==> src/rtl/tcs_pkg.sv <==
// Package of constants and types for the four-timer counter/timer set.
package tcs_pkg;

  // ************************************************************
  // Register map (word-aligned byte offsets)
  // ************************************************************
  localparam logic [7:0] TCS_OFF_CLKCTL = 8'h00; // Clock control.
  localparam logic [7:0] TCS_OFF_MODE = 8'h04; // Modes and run bits.
  localparam logic [7:0] TCS_OFF_T0 = 8'h08; // Timer zero count.
  localparam logic [7:0] TCS_OFF_T1 = 8'h0C; // Timer one count.
  localparam logic [7:0] TCS_OFF_T2 = 8'h10; // Timer two count.
  localparam logic [7:0] TCS_OFF_T3 = 8'h14; // Timer three count.
  localparam logic [7:0] TCS_OFF_R2 = 8'h18; // Timer two reload.
  localparam logic [7:0] TCS_OFF_R3 = 8'h1C; // Timer three reload.
  localparam logic [7:0] TCS_OFF_CAP = 8'h20; // Capture values, three over two.
  localparam logic [7:0] TCS_OFF_STAT = 8'h24; // Sticky event status.
  localparam logic [7:0] TCS_OFF_MASK = 8'h28; // Interrupt mask.

  // ************************************************************
  // Field positions of the clock control word
  // ************************************************************
  localparam int TCS_CK_PRESCALE = 0; // Two-bit prescale select.
  localparam int TCS_CK_T0SEL = 2; // Timer zero system-clock select.
  localparam int TCS_CK_T1SEL = 3; // Timer one system-clock select.
  localparam int TCS_CK_T2SRC = 4; // Timer two source, two bits.
  localparam int TCS_CK_T3SRC = 6; // Timer three source, two bits.

  // ************************************************************
  // Field positions of the mode word
  // ************************************************************
  localparam int TCS_MD_T0MODE = 0; // Timer zero mode, two bits.
  localparam int TCS_MD_T0CNT = 2; // Timer zero counts pin edges.
  localparam int TCS_MD_T1MODE = 4; // Timer one mode, two bits.
  localparam int TCS_MD_T1CNT = 6; // Timer one counts pin edges.
  localparam int TCS_MD_RUN = 8; // Four run bits.
  localparam int TCS_MD_SPLIT = 12; // Split bits of timers two and three.
  localparam int TCS_MD_CAPT = 14; // Capture bits of timers two and three.

  // ************************************************************
  // Reset values and timing counts
  // ************************************************************
  localparam logic [31:0] TCS_RST_WORD = 32'h0000_0000; // All registers clear.
  localparam int TCS_DIV4 = 4; // Prescale divide by four.
  localparam int TCS_DIV8 = 8; // External source divide by eight.
  localparam int TCS_DIV12 = 12; // System clock divide by twelve.
  localparam int TCS_DIV48 = 48; // System clock divide by forty-eight.

  // Classic timer modes.
  typedef enum logic [1:0] {
    TCS_M13 = 2'b00,
    TCS_M16 = 2'b01,
    TCS_M8R = 2'b10,
    TCS_MSPLIT = 2'b11
  } tcs_mode_e;

  // Auto-reload timer clock sources.
  typedef enum logic [1:0] {
    TCS_SRC_DIV12 = 2'b00,
    TCS_SRC_SYS = 2'b01,
    TCS_SRC_DIV8 = 2'b10,
    TCS_SRC_CMP = 2'b11
  } tcs_src_e;

  // External inputs from pins and slow oscillators.
  typedef struct packed {
    logic timer_zero_event_input;
    logic timer_one_event_input;
    logic ext_clk;
    logic rtc_clk;
    logic cmp0;
    logic cmp1;
  } tcs_pins_s;

endpackage

==> src/rtl/tcs_edge.sv <==
// Two-flop synchroniser with falling-edge pulse for one external input.
`timescale 1ns/1ps
module tcs_edge (
  // Clock and reset.
  input wire logic i_ref_clk,
  input wire logic i_resetn,
  input wire logic i_ce,
  // Asynchronous input.
  input wire logic i_pin,
  // Synchronised level and falling-edge pulse.
  output logic o_level,
  output logic o_fall
);
  logic meta_q; // First stage, read only by the second.
  logic sync_q; // Second stage.
  logic prev_q; // Previous synchronised sample.

  // Sample the pin twice, then keep one more sample for edge detection.
  always_ff @(posedge i_ref_clk or negedge i_resetn) begin
    if (!i_resetn) begin
      meta_q <= 1'b0;
      sync_q <= 1'b0;
      prev_q <= 1'b0;
    end else if (i_ce) begin
      meta_q <= i_pin;
      sync_q <= meta_q;
      prev_q <= sync_q;
    end
  end

  assign o_level = sync_q;
  // A high sample followed by a low one is one falling edge.
  assign o_fall = prev_q & ~sync_q;
endmodule

==> src/rtl/tcs_top.sv <==
// Four 16-bit counter/timers with an AXI4-Lite register slave.
`timescale 1ns/1ps
module tcs_top (
  // Clock, reset and enable.
  input wire logic i_ref_clk,
  input wire logic i_resetn,
  input wire logic i_ce,
  // Pins and slow clock sources.
  input wire tcs_pkg::tcs_pins_s i_pins,
  // AXI4-Lite write address.
  input wire logic [7:0] i_awaddr,
  input wire logic i_awvalid,
  output logic o_awready,
  // AXI4-Lite write data.
  input wire logic [31:0] i_wdata,
  input wire logic [3:0] i_wstrb,
  input wire logic i_wvalid,
  output logic o_wready,
  // AXI4-Lite write response.
  output logic [1:0] o_bresp,
  output logic o_bvalid,
  input wire logic i_bready,
  // AXI4-Lite read address.
  input wire logic [7:0] i_araddr,
  input wire logic i_arvalid,
  output logic o_arready,
  // AXI4-Lite read data.
  output logic [31:0] o_rdata,
  output logic [1:0] o_rresp,
  output logic o_rvalid,
  input wire logic i_rready,
  // Interrupt.
  output logic o_irq
);
  import tcs_pkg::*;

  // ************************************************************
  // Registers
  // ************************************************************
  logic [7:0] clkctl_q; // Clock control word.
  logic [15:0] mode_q; // Mode word.
  logic [15:0] cnt_q [4]; // Four counts.
  logic [15:0] rel_q [2]; // Reload values of timers two and three.
  logic [15:0] cap_q [2]; // Captured counts of timers two and three.
  logic [5:0] stat_q; // Sticky flags: ovf0, ovf1, ovf2, ovf3, ovf0h, reserved..
  logic [5:0] mask_q; // Interrupt mask.
  logic [5:0] evt; // Event pulses this cycle.

  // ************************************************************
  // Pin synchronisers
  // ************************************************************
  logic [5:0] pin_vec; // Raw inputs.
  logic [5:0] pin_fall; // Falling-edge pulses.
  logic [5:0] pin_lvl; // Synchronised levels, unused beyond edges.
  assign pin_vec = {i_pins.timer_zero_event_input, i_pins.timer_one_event_input,
                    i_pins.ext_clk, i_pins.rtc_clk, i_pins.cmp0, i_pins.cmp1};

  genvar gi;
  generate
    for (gi = 0; gi < 6; gi++) begin : g_sync
      tcs_edge u_edge (
        .i_ref_clk(i_ref_clk),
        .i_resetn(i_resetn),
        .i_ce(i_ce),
        .i_pin(pin_vec[gi]),
        .o_level(pin_lvl[gi]),
        .o_fall(pin_fall[gi])
      );
    end
  endgenerate

  logic t0_fall, t1_fall, ext_fall, rtc_fall, c0_fall, c1_fall;
  assign {t0_fall, t1_fall, ext_fall, rtc_fall, c0_fall, c1_fall} = pin_fall;

  // ************************************************************
  // Prescalers
  // ************************************************************
  logic [5:0] div_q; // Shared divider up to forty-eight.
  logic [2:0] ext8_q; // External divide by eight.
  logic [2:0] rtc8_q; // RTC divide by eight.
  logic [3:0] d12_q; // Divide by twelve for reload timers.

  // Dividers: div_q and d12_q run freely, ext8_q and rtc8_q count pin falling edges; each yields a one-cycle tick.
  always_ff @(posedge i_ref_clk or negedge i_resetn) begin
    if (!i_resetn) begin
      div_q <= 6'h00;
      ext8_q <= 3'h0;
      rtc8_q <= 3'h0;
      d12_q <= 4'h0;
    end else if (i_ce) begin
      div_q <= (div_q == 6'(TCS_DIV48 - 1)) ? 6'h00 : div_q + 6'h01;
      d12_q <= (d12_q == 4'(TCS_DIV12 - 1)) ? 4'h0 : d12_q + 4'h1;
      if (ext_fall) begin
        ext8_q <= ext8_q + 3'h1;
      end
      if (rtc_fall) begin
        rtc8_q <= rtc8_q + 3'h1;
      end
    end
  end

  logic tick12, tick4, tick48, ext_tick8, rtc_tick8, presc_tick;
  // Ticks fire on the last phase of each divider.
  assign tick48 = (div_q == 6'(TCS_DIV48 - 1));
  assign tick12 = (d12_q == 4'(TCS_DIV12 - 1));
  assign tick4 = (div_q[1:0] == 2'(TCS_DIV4 - 1));
  assign ext_tick8 = ext_fall && (ext8_q == 3'(TCS_DIV8 - 1));
  assign rtc_tick8 = rtc_fall && (rtc8_q == 3'(TCS_DIV8 - 1));

  // Shared prescale select.
  always_comb begin
    case (clkctl_q[TCS_CK_PRESCALE +: 2])
      2'b00: presc_tick = tick12;
      2'b01: presc_tick = tick4;
      2'b10: presc_tick = tick48;
      default: presc_tick = ext_tick8;
    endcase
  end

  // Classic timer increment: pin edge when counting, else clock select.
  function automatic logic classic_inc(input logic cnt_mode, input logic sys_sel,
                                       input logic fall, input logic ptick);
    if (cnt_mode) begin
      return fall;
    end else begin
      return sys_sel ? 1'b1 : ptick;
    end
  endfunction

  // Reload timer increment by source select.
  function automatic logic reload_inc(input logic [1:0] src, input logic t12,
                                      input logic t8, input logic cf);
    case (tcs_src_e'(src))
      TCS_SRC_DIV12: return t12;
      TCS_SRC_SYS: return 1'b1;
      TCS_SRC_DIV8: return t8;
      default: return cf;
    endcase
  endfunction

  logic inc0, inc1, inc2, inc3;
  assign inc0 = mode_q[TCS_MD_RUN] & classic_inc(mode_q[TCS_MD_T0CNT], clkctl_q[TCS_CK_T0SEL], t0_fall, presc_tick);
  assign inc1 = mode_q[TCS_MD_RUN + 1] &
                classic_inc(mode_q[TCS_MD_T1CNT], clkctl_q[TCS_CK_T1SEL], t1_fall, presc_tick);
  assign inc2 = reload_inc(clkctl_q[TCS_CK_T2SRC +: 2], tick12, rtc_tick8, c0_fall);
  assign inc3 = reload_inc(clkctl_q[TCS_CK_T3SRC +: 2], tick12, ext_tick8, c1_fall);

  // ************************************************************
  // Bus handshake state
  // ************************************************************
  logic aw_hold_q, w_hold_q; // Accepted write halves.
  logic [7:0] awaddr_q;
  logic [31:0] wdata_q;
  logic [3:0] wstrb_q;
  logic wr_go; // Both halves present and no response pending: perform the write.
  assign wr_go = aw_hold_q && w_hold_q && !o_bvalid;

  // Byte-lane merge of a write into an old value.
  function automatic logic [31:0] merge(input logic [31:0] old, input logic [31:0] nw, input logic [3:0] st);
    for (int b = 0; b < 4; b++) begin
      if (st[b]) begin
        old[8*b +: 8] = nw[8*b +: 8];
      end
    end
    return old;
  endfunction

  logic [31:0] wmerged_clk, wmerged_mode;
  assign wmerged_clk = merge({24'h00_0000, clkctl_q}, wdata_q, wstrb_q);
  assign wmerged_mode = merge({16'h0000, mode_q}, wdata_q, wstrb_q);

  // Write address and data channels, taken independently.
  always_ff @(posedge i_ref_clk or negedge i_resetn) begin
    if (!i_resetn) begin
      aw_hold_q <= 1'b0;
      w_hold_q <= 1'b0;
      awaddr_q <= 8'h00;
      wdata_q <= TCS_RST_WORD;
      wstrb_q <= 4'h0;
      o_awready <= 1'b0;
      o_wready <= 1'b0;
      o_bvalid <= 1'b0;
      o_bresp <= 2'b00;
    end else if (i_ce) begin
      o_awready <= !aw_hold_q && !o_awready;
      o_wready <= !w_hold_q && !o_wready;
      if (i_awvalid && o_awready) begin
        aw_hold_q <= 1'b1;
        awaddr_q <= i_awaddr;
      end
      if (i_wvalid && o_wready) begin
        w_hold_q <= 1'b1;
        wdata_q <= i_wdata;
        wstrb_q <= i_wstrb;
      end
      if (wr_go) begin
        aw_hold_q <= 1'b0;
        w_hold_q <= 1'b0;
        o_bvalid <= 1'b1;
        // Unmapped addresses answer with a slave error.
        o_bresp <= (awaddr_q > TCS_OFF_MASK || awaddr_q[1:0] != 2'b00) ? 2'b10 : 2'b00;
      end else if (o_bvalid && i_bready) begin
        o_bvalid <= 1'b0;
      end
    end
  end

  // Configuration and interrupt mask registers.
  always_ff @(posedge i_ref_clk or negedge i_resetn) begin
    if (!i_resetn) begin
      clkctl_q <= TCS_RST_WORD[7:0];
      mode_q <= TCS_RST_WORD[15:0];
      mask_q <= TCS_RST_WORD[5:0];
      rel_q[0] <= TCS_RST_WORD[15:0];
      rel_q[1] <= TCS_RST_WORD[15:0];
    end else if (i_ce && wr_go) begin
      if (awaddr_q == TCS_OFF_CLKCTL) begin
        clkctl_q <= wmerged_clk[7:0];
      end else if (awaddr_q == TCS_OFF_MODE) begin
        mode_q <= wmerged_mode[15:0];
      end else if (awaddr_q == TCS_OFF_MASK) begin
        mask_q <= wdata_q[5:0];
      end else if (awaddr_q == TCS_OFF_R2) begin
        rel_q[0] <= wdata_q[15:0];
      end else if (awaddr_q == TCS_OFF_R3) begin
        rel_q[1] <= wdata_q[15:0];
      end
    end
  end

  // ************************************************************
  // Classic timers
  // ************************************************************
  tcs_mode_e md0, md1;
  assign md0 = tcs_mode_e'(mode_q[TCS_MD_T0MODE +: 2]);
  assign md1 = tcs_mode_e'(mode_q[TCS_MD_T1MODE +: 2]);
  logic wr_t0, wr_t1, wr_t2, wr_t3;
  assign wr_t0 = wr_go && awaddr_q == TCS_OFF_T0;
  assign wr_t1 = wr_go && awaddr_q == TCS_OFF_T1;
  assign wr_t2 = wr_go && awaddr_q == TCS_OFF_T2;
  assign wr_t3 = wr_go && awaddr_q == TCS_OFF_T3;

  // Timer zero: all four modes; split high byte runs on the timer-one run bit.
  always_ff @(posedge i_ref_clk or negedge i_resetn) begin
    if (!i_resetn) begin
      cnt_q[0] <= TCS_RST_WORD[15:0];
      evt[0] <= 1'b0;
      evt[4] <= 1'b0;
    end else if (i_ce) begin
      evt[0] <= 1'b0;
      evt[4] <= 1'b0;
      if (wr_t0) begin
        cnt_q[0] <= wdata_q[15:0];
      end else begin
        case (md0)
          TCS_M13: if (inc0) begin
            // Five low bits then eight high bits; wrap at all ones.
            cnt_q[0] <= {cnt_q[0][15:8] + {7'h00, &cnt_q[0][4:0]}, 3'b000, cnt_q[0][4:0] + 5'h01};
            evt[0] <= (&cnt_q[0][15:8]) && (&cnt_q[0][4:0]);
          end
          TCS_M16: if (inc0) begin
            cnt_q[0] <= cnt_q[0] + 16'h0001;
            evt[0] <= &cnt_q[0];
          end
          TCS_M8R: if (inc0) begin
            cnt_q[0][7:0] <= (&cnt_q[0][7:0]) ? cnt_q[0][15:8] : cnt_q[0][7:0] + 8'h01;
            evt[0] <= &cnt_q[0][7:0];
          end
          default: begin
            if (inc0) begin
              cnt_q[0][7:0] <= cnt_q[0][7:0] + 8'h01;
              evt[0] <= &cnt_q[0][7:0];
            end
            // High byte counts the system clock or the shared prescale tick on timer one's run bit.
            if (mode_q[TCS_MD_RUN + 1] && (clkctl_q[TCS_CK_T0SEL] || presc_tick)) begin
              cnt_q[0][15:8] <= cnt_q[0][15:8] + 8'h01;
              evt[4] <= &cnt_q[0][15:8];
            end
          end
        endcase
      end
    end
  end

  // Timer one: split mode holds the count still.
  always_ff @(posedge i_ref_clk or negedge i_resetn) begin
    if (!i_resetn) begin
      cnt_q[1] <= TCS_RST_WORD[15:0];
      evt[1] <= 1'b0;
      evt[5] <= 1'b0;
    end else if (i_ce) begin
      evt[1] <= 1'b0;
      // The reserved status bit never sees an event.
      evt[5] <= 1'b0;
      if (wr_t1) begin
        cnt_q[1] <= wdata_q[15:0];
      end else if (inc1 && md1 == TCS_M13) begin
        cnt_q[1] <= {cnt_q[1][15:8] + {7'h00, &cnt_q[1][4:0]}, 3'b000, cnt_q[1][4:0] + 5'h01};
        evt[1] <= (&cnt_q[1][15:8]) && (&cnt_q[1][4:0]);
      end else if (inc1 && md1 == TCS_M16) begin
        cnt_q[1] <= cnt_q[1] + 16'h0001;
        evt[1] <= &cnt_q[1];
      end else if (inc1 && md1 == TCS_M8R) begin
        cnt_q[1][7:0] <= (&cnt_q[1][7:0]) ? cnt_q[1][15:8] : cnt_q[1][7:0] + 8'h01;
        evt[1] <= &cnt_q[1][7:0];
      end
    end
  end

  // ************************************************************
  // Auto-reload timers
  // ************************************************************
  logic [1:0] inc_r, wr_r;
  logic [1:0] cap_src;
  assign inc_r = {inc3, inc2};
  assign wr_r = {wr_t3, wr_t2};
  // Capture is triggered by the slow source edge; count runs on system or /12.
  assign cap_src = {c1_fall | ext_tick8, c0_fall | rtc_tick8};

  generate
    for (gi = 0; gi < 2; gi++) begin : g_reload
      logic run, split, capt, tick;
      assign run = mode_q[TCS_MD_RUN + 2 + gi];
      assign split = mode_q[TCS_MD_SPLIT + gi];
      assign capt = mode_q[TCS_MD_CAPT + gi];
      // In capture mode the counter runs on the system clock or divide-twelve.
      assign tick = capt ? (clkctl_q[TCS_CK_T2SRC + 2*gi] | tick12) : inc_r[gi];

      // One timer: 16-bit reload, two 8-bit reloads, or capture.
      always_ff @(posedge i_ref_clk or negedge i_resetn) begin
        if (!i_resetn) begin
          cnt_q[2 + gi] <= TCS_RST_WORD[15:0];
          cap_q[gi] <= TCS_RST_WORD[15:0];
          evt[2 + gi] <= 1'b0;
        end else if (i_ce) begin
          evt[2 + gi] <= 1'b0;
          if (wr_r[gi]) begin
            cnt_q[2 + gi] <= wdata_q[15:0];
          end else if (run && capt && cap_src[gi]) begin
            // Latch the count of the fast clock over one slow period.
            cap_q[gi] <= cnt_q[2 + gi];
            cnt_q[2 + gi] <= 16'h0000;
            evt[2 + gi] <= 1'b1;
          end else if (run && tick && split) begin
            cnt_q[2 + gi][7:0] <= (&cnt_q[2 + gi][7:0]) ? rel_q[gi][7:0] : cnt_q[2 + gi][7:0] + 8'h01;
            cnt_q[2 + gi][15:8] <= (&cnt_q[2 + gi][15:8]) ? rel_q[gi][15:8] : cnt_q[2 + gi][15:8] + 8'h01;
            evt[2 + gi] <= &cnt_q[2 + gi][15:8];
          end else if (run && tick) begin
            cnt_q[2 + gi] <= (&cnt_q[2 + gi]) ? rel_q[gi] : cnt_q[2 + gi] + 16'h0001;
            evt[2 + gi] <= &cnt_q[2 + gi];
          end
        end
      end
    end
  endgenerate

  // ************************************************************
  // Status and interrupt
  // ************************************************************
  logic [5:0] clr;
  assign clr = (wr_go && awaddr_q == TCS_OFF_STAT) ? wdata_q[5:0] : 6'h00;

  // Sticky flags: a new event wins over a clear in the same cycle.
  always_ff @(posedge i_ref_clk or negedge i_resetn) begin
    if (!i_resetn) begin
      stat_q <= TCS_RST_WORD[5:0];
      o_irq <= 1'b0;
    end else if (i_ce) begin
      stat_q <= (stat_q & ~clr) | evt;
      o_irq <= |(((stat_q & ~clr) | evt) & mask_q);
    end
  end

  // ************************************************************
  // Read channel
  // ************************************************************
  logic [31:0] rd_word;
  always_comb begin
    if (i_araddr == TCS_OFF_CLKCTL) begin
      rd_word = {24'h00_0000, clkctl_q};
    end else if (i_araddr == TCS_OFF_MODE) begin
      rd_word = {16'h0000, mode_q};
    end else if (i_araddr == TCS_OFF_T0) begin
      rd_word = {16'h0000, cnt_q[0]};
    end else if (i_araddr == TCS_OFF_T1) begin
      rd_word = {16'h0000, cnt_q[1]};
    end else if (i_araddr == TCS_OFF_T2) begin
      rd_word = {16'h0000, cnt_q[2]};
    end else if (i_araddr == TCS_OFF_T3) begin
      rd_word = {16'h0000, cnt_q[3]};
    end else if (i_araddr == TCS_OFF_R2) begin
      rd_word = {16'h0000, rel_q[0]};
    end else if (i_araddr == TCS_OFF_R3) begin
      rd_word = {16'h0000, rel_q[1]};
    end else if (i_araddr == TCS_OFF_CAP) begin
      rd_word = {cap_q[1], cap_q[0]};
    end else if (i_araddr == TCS_OFF_STAT) begin
      rd_word = {26'h000_0000, stat_q};
    end else if (i_araddr == TCS_OFF_MASK) begin
      rd_word = {26'h000_0000, mask_q};
    end else begin
      rd_word = 32'hDEAD_0000;
    end
  end

  // One read at a time; data sampled when the address is taken.
  always_ff @(posedge i_ref_clk or negedge i_resetn) begin
    if (!i_resetn) begin
      o_arready <= 1'b0;
      o_rvalid <= 1'b0;
      o_rdata <= TCS_RST_WORD;
      o_rresp <= 2'b00;
    end else if (i_ce) begin
      o_arready <= !o_rvalid && !o_arready && i_arvalid;
      if (i_arvalid && o_arready) begin
        o_rvalid <= 1'b1;
        o_rdata <= rd_word;
        o_rresp <= (rd_word == 32'hDEAD_0000) ? 2'b10 : 2'b00;
      end else if (o_rvalid && i_rready) begin
        o_rvalid <= 1'b0;
      end
    end
  end

endmodule

==> config.mk <==
export PLATFORM = sky130hd
export DESIGN_NAME = tcs_top
export DESIGN_NICKNAME = d
export VERILOG_FILES = /design/src/rtl/tcs_pkg.sv /design/src/rtl/tcs_edge.sv /design/src/rtl/tcs_top.sv
export SDC_FILE = /design/constraint.sdc
export NUM_CORES = 1
export LEC_CHECK = 0
export BUFFER_PORTS_ARGS = -buffer_cell sky130_fd_sc_hd__buf_2
export CAP_MARGIN = 10
export CELL_PAD_IN_SITES_DETAIL_PLACEMENT = 1
export CELL_PAD_IN_SITES_GLOBAL_PLACEMENT = 2
export CORE_ASPECT_RATIO = 0.7
export CORE_MARGIN = 2
export CORE_UTILIZATION = 25
export CTS_CLUSTER_DIAMETER = 200
export DETAILED_ROUTE_END_ITERATION = 7
export GPL_ROUTABILITY_DRIVEN = 0
export PLACE_DENSITY = 0.67
export SLEW_MARGIN = 15
export SYNTH_ARGS = -nofsm -noshare
export SYNTH_HDL_FRONTEND = slang
export SYNTH_SLANG_ARGS = --single-unit
==> constraint.sdc <==
create_clock -name i_ref_clk -period 4.6 [get_ports i_ref_clk]
set_input_delay 0.92 -clock i_ref_clk [delete_from_list [all_inputs] [get_ports i_ref_clk]]
set_output_delay 0.92 -clock i_ref_clk [all_outputs]
set_load 0.005 [all_outputs]
==> flow_metrics.py, run 1 <==
metrics = {
    "die": {
        "die_x_um": 301,
        "die_h_um": 212,
        "coreArea_um2": 61300,
        "dieArea_um2": 63800,
        "io_pins": 108,
        "rows": 76,
        "initial_core_util_pct": 25.2,
    },
    "route": {
        "ant_nets": 0,
        "postRouteWirelength_mm": 61.9,
        "dr_total_vias": 13500,
        "dr.pass1.iters": 5,
        "wire_per_inst_um": 24.9,
        "route.detailed.drc": 0,
        "viasPerCell": 5.44,
        "drt_iter0_drc": 1106,
    },
    "grt": {
        "antenna_found_initial": 3,
        "grt_overflow": 0,
        "grt_max_degree": 99,
        "grt_first_pass_wirelength_mm": 93.0,
        "first_global_vias": 13800,
        "grtUsageTotal_pct": 19.4,
    },
    "min_path": {
        "hold_path_class": "primary input to asynchronous set/reset pin",
    },
    "logic_synthesis": {
        "ys_ff_latch": 271,
        "synth_area_leader_cell": "dfrtp_1",
        "ys_async_sr_fraction_pct": 100,
        "synth.top_cell.area_share_pct": 43.9,
        "synth_commonest_cells": "dfrtp_1 (271), nand2_1 (161), mux2_2 (150), a21oi_1 (118), nor2_1 (115)",
        "synth-main-ff-cell": "dfrtp_1",
        "syn_area_per_cell_um2": 9.64,
        "synth.most_common_cell": "dfrtp_1",
        "netlist_instances": 1603,
        "syn_area_um2": 15400,
        "synth_area_leaders": "dfrtp_1 (44%), mux2_2 (11%), nand2_1 (3.9%)",
        "yosysWarnings": 0,
        "yosysUniqueCellTypes": 92,
        "synth_edf_count": 0,
        "yosysSeqAreaShare_pct": 43.9,
    },
    "worst_setup_path": {
        "path_cells": "or4b_1 -> nor4_2 -> or2_1 -> o21a_1 -> buf_4 -> nor2_1 -> a31oi_1",
        "crit_required_ps": 5080,
        "start_kind": "flip-flop",
        "slowest_delay_ps": 760,
        "crit_slowest_cell": "nor4_2",
        "critPathMaxFanout": 10,
        "arrival_ps": 3740,
        "cp-end-kind": "flip-flop",
        "crit_type": "flip-flop to flip-flop",
    },
    "cts": {
        "post-cts-setup-buffer-count": 0,
        "hold_buffers": 0,
        "path_clk_slew_ps": 60,
        "clk_path_buf_depth": 3,
        "cts_resized": 0,
        "tritoncts": "built",
        "cts_buffers": 34,
        "htree_levels": 2,
        "cts_sinks": 271,
        "clkLatencyLatePin_ps": 560,
        "clock-root-buffer": "clkbuf_16",
    },
    "sta": {
        "finClkSkew_ps": 27.1,
        "setup_viol": 0,
        "max_freq_ghz": 0.307,
        "hold_violations": 0,
        "period_needed_ps": 3260,
        "worst_pin_slew_ps": 1150,
        "drv_slew": 0,
        "relSlewSlack_pct": 23.0,
        "fin_setup_tns_ps": 0,
        "fin_crit_sh_pct": 70.8,
        "worst_slack_ps": 1340,
        "rsz0062_at_grt": "no",
    },
    "finish": {
        "layout.nets": 1728,
        "insertedDiodeCount": 0,
        "drive_gt1_share_pct": 21.7,
        "syn_to_final_growth_pct": 15.9,
        "post-route-util_pct": 29.2,
    },
    "place": {
        "portBuffers": 87,
        "dp_slack_ps": 844,
        "dpl.hpwl_mm": 45.4,
    },
    "run": {
        "maxCapViolations": 0,
    },
    "pwr": {
        "power_leakage_uw": 0.00761,
        "totalPowerFinal_uw": 8070,
        "p_per_area_nw_per_um2": 450,
        "ir_drop_v": 0.000227,
    },
    "status": {
        "status": "finished, final reports clean",
    },
}
## logic make-up after synthesis
group	after synthesis	share of synthesized area [%]
xor+xnor	36	2.04
fa+ha+maj	18	1.46
mux	174	12.5
simple gates	499	16.3
other cells	1	0.0243
compound gates	458	19.9
flops	271	43.9
buf+inv	146	3.88
## per-layer routing
| layer | track usage, % | vias up | routed length (um) |
|---|---|---|---|
| met2 | 28.8 | 395 | 26700 |
| met4 | 4.87 | 0 | 1390 |
| met1 | 29.0 | 7015 | 30000 |
| met3 | 3.16 | 88 | 3770 |
| met5 | 0 | - | 0 |
| li1 | - | 6005 | - |
## final cells by class
cell class | instances | area, um^2
Inverter | 30 | 113
Sequential cell | 271 | 6780
Tap cell | 819 | 1020
Clock inverter | 12 | 218
Fill cell | 7036 | 43400
Clock buffer | 44 | 950
Multi-Input combinational cell | 1187 | 8090
Timing Repair Buffer | 120 | 731
## through the flow
stage	hold WS (ps)	cell area, um^2	std cells
3_5_place_dp	465	16700	2427
4_1_cts	465	17900	2483
2_1_floorplan	441	15500	1604
3_3_place_gp	462	16700	2427
6_report	404	17900	2483
5_1_grt	473	17900	2483
## final timing paths
| path | slack [ps] | endpoint | startpoint | cells past startpoint |
|---|---|---|---|---|
| worst max-delay path | 1340 | cnt_q[15] | awaddr_q[5] | 7 |
| worst min-delay path | 400 | wdata_q[6] | i_resetn | 1 |
| worst max register to register | 1340 | cnt_q[15] | awaddr_q[5] | 7 |
| worst min register to register | 470 | o_rdata[28] | o_rdata[28] | 2 |
| max in group asynchronous | 3210 | wdata_q[12] | i_resetn | 2 |
| min in group i_ref_clk | 470 | o_rdata[28] | o_rdata[28] | 2 |
## state kept, by name, indices dropped and copies added (netlist names), 8 cells and up
name	flops
mode_q	16
o_rdata	32
cap_q	32
wdata_q	16
rel_q	32
awaddr_q	8
cnt_q	64
clkctl_q	8
## where the power goes
part / total [uW] / internal [uW] / switching (uW) / leakage, uW
clock: 2880 / 1740 / 1140 / 0.000567
sequential: 3770 / 2800 / 965 / 0.00352
combinational: 1420 / 675 / 744 / 0.00352
total: 8070 / 5220 / 2850 / 0.00761
## layout by cell type, fill, tap and decap left out, types with 27 or more instances in the layout
cell type	n
nor2_1	115
clkbuf_16	35
inv_1	30
a21oi_1	118
dfrtp_1	271
o21ai_0	87
mux2_2	150
buf_4	30
nand3_1	53
buf_2	86
nor3_1	27
nand2_1	161
## worst max-delay path: cells and delay by family (launching register included)
family / cells / cell delay (ps)
AOI/OAI and AO/OA: 2 / 600
buffers and inverters: 1 / 260
DFF: 1 / 430
and+or+nand+nor: 4 / 1900
(Power assumes the default switching activity.)
==> inputs of run 2 (changes only) <==
--- a/config.mk
+++ b/config.mk
@@ -15,7 +15,7 @@
 export CTS_CLUSTER_DIAMETER = 200
 export DETAILED_ROUTE_END_ITERATION = 7
 export GPL_ROUTABILITY_DRIVEN = 0
-export PLACE_DENSITY = 0.67
+export PLACE_DENSITY = 0.69
 export SLEW_MARGIN = 15
 export SYNTH_ARGS = -nofsm -noshare
 export SYNTH_HDL_FRONTEND = slang
==> constraint.sdc (replaced) <==
create_clock -name i_ref_clk -period 2.66 [get_ports i_ref_clk]
set_input_delay 0.532 -clock i_ref_clk [delete_from_list [all_inputs] [get_ports i_ref_clk]]
set_output_delay 0.532 -clock i_ref_clk [all_outputs]
set_load 0.005 [all_outputs]
==> flow_metrics.py, run 2 (synthesis results as in run 1) <==
metrics = {
    "worst_setup_path": {
        "start_kind": "flip-flop",
        "critPathMaxFanout": 4,
        "slowest_delay_ps": 470,
        "path_cells": "ha_2 -> and3b_1 -> o31ai_2 -> buf_4 -> or3_1 -> mux2i_1 -> a21o_1 -> a221oi_1 -> a21oi_1",
        "crit_required_ps": 3080,
        "crit_type": "flip-flop to flip-flop",
        "timing.critical_path.buf_inv": 1,
        "crit_slowest_cell": "o31ai_2",
        "arrival_ps": 2970,
        "crit_family": "compound AO/OA/AOI/OAI gates",
        "cp-end-kind": "flip-flop",
    },
    "place": {
        "dp.cells": 2621,
        "dp_slack_ps": -263,
        "dpl.hpwl_mm": 49.8,
        "portBuffers": 87,
    },
    "route": {
        "postRouteWirelength_mm": 65.3,
        "ant_nets": 0,
        "wire_per_inst_um": 24.3,
        "dr.pass1.iters": 5,
        "dr_total_vias": 14400,
        "drt_iter0_drc": 1247,
        "viasPerCell": 5.37,
        "route.detailed.drc": 0,
    },
    "grt": {
        "grt_overflow": 0,
        "first_global_vias": 14800,
        "grt_max_degree": 69,
        "grt_first_pass_wirelength_mm": 97.5,
        "antenna_found_initial": 3,
        "grtUsageTotal_pct": 20.4,
    },
    "finish": {
        "layoutNonFillerInstCount": 2685,
        "drive_gt1_share_pct": 31.2,
        "post-route-util_pct": 32.0,
        "layout.nets": 1928,
        "mostFrequentLayoutCell": "dfrtp_1",
        "largest_reg_flops": 64,
        "insertedDiodeCount": 0,
        "syn_to_final_growth_pct": 27.1,
        "largest-register": "cnt_q",
        "fillers": 7031,
        "final_cell_mix": "dfrtp_1 (271), buf_4 (218), nand2_1 (161)",
    },
    "die": {
        "dieArea_um2": 63800,
        "io_pins": 108,
        "coreArea_um2": 61300,
        "die_x_um": 301,
        "initial_core_util_pct": 25.2,
        "rows": 76,
        "die_h_um": 212,
    },
    "status": {
        "status": "finished, final reports clean",
    },
    "cts": {
        "path_clk_slew_ps": 60,
        "clkLatencyLatePin_ps": 560,
        "cts_buffers": 34,
        "cts_sinks": 271,
        "htree_levels": 2,
        "clock-root-buffer": "clkbuf_16",
        "tritoncts": "built",
        "clk_path_buf_depth": 3,
    },
    "run": {
        "maxCapViolations": 0,
    },
    "pwr": {
        "p_per_area_nw_per_um2": 725,
        "power_leakage_uw": 0.00861,
        "ir_drop_v": 0.000512,
    },
    "sta": {
        "worst_slack_ps": 103,
        "finClkSkew_ps": 38.0,
        "setup_viol": 0,
        "hold_slack_ps": 211,
        "fin_crit_sh_pct": 96.1,
        "drv_slew": 0,
        "max_freq_ghz": 0.391,
        "fin_setup_tns_ps": 0,
        "hold_violations": 0,
        "period_needed_ps": 2560,
        "relSlewSlack_pct": 41.6,
        "worst_pin_slew_ps": 876,
    },
    "min_path": {
        "hold_path_class": "primary input to flip-flop",
    },
}
==> run 2: path summary, 6_finish.rpt <==
path	slack, ps	to	startpoint	cells past startpoint
worst max-delay path	100	cnt_q[6]	d12_q[1]	9
worst min-delay path	210	wdata_q[6]	i_wdata[6]	2
worst max register to register	100	cnt_q[6]	d12_q[1]	9
worst min register to register	470	o_rdata[21]	o_rdata[21]	2
max in group asynchronous	1280	cnt_q[11]	i_resetn	3
min in group asynchronous	570	stat_q[4]	i_resetn	2
==> run 2: through the flow <==
stage	power, uW	instance area (um^2)
after global routing	15000	19600
final	14200	19600
after detailed placement	9560	18300
after CTS	14200	19400
after global placement	9420	18300
after floorplan	7420	15500
==> run 2: cell type report <==
cell class / count / area (um^2) / share of cell area (%)
multi-input cells: 1187 / 8270 / 42.1
repair buffers: 320 / 2350 / 12.0
clock inverters: 11 / 104 / 0.529
clock buffers: 47 / 980 / 4.99
inverters: 30 / 113 / 0.574
well taps: 819 / 1020 / 5.22
flip-flops and latches: 271 / 6780 / 34.6
==> run 2: per-layer routing <==
metal,wire length (um),global-route usage [%],vias up
met2,28000,30.4,452
met5,23,0,-
li1,-,-,6428
met1,30600,29.0,7434
met4,1790,6.12,4
met3,4910,5.10,97
==> run 2: where the power goes <==
part	leakage (uW)	switching (uW)	internal [uW]
logic	0.00455	1890	1590
registers	0.00352	1300	4850
clock network	0.000532	1930	2680
total	0.00861	5120	9120
==> run 2: worst register-to-register path, stage by stage (launching register included) <==
cell and delay, ps:
dfrtp_1 380, ha_2 200, and3b_1 250, o31ai_2 470, buf_4 200, or3_1 260
mux2i_1 140, a21o_1 190, a221oi_1 270, a21oi_1 70
==> run 2: timing repair <==
item | CTS | global route
setup endpoints to repair | 12 | 35
gates resized for setup | 4 | 29
setup buffers | 0 | 5
hold endpoints to repair | 16 | 0
pin swaps | 1 | 9
hold buffers | 1 | 0
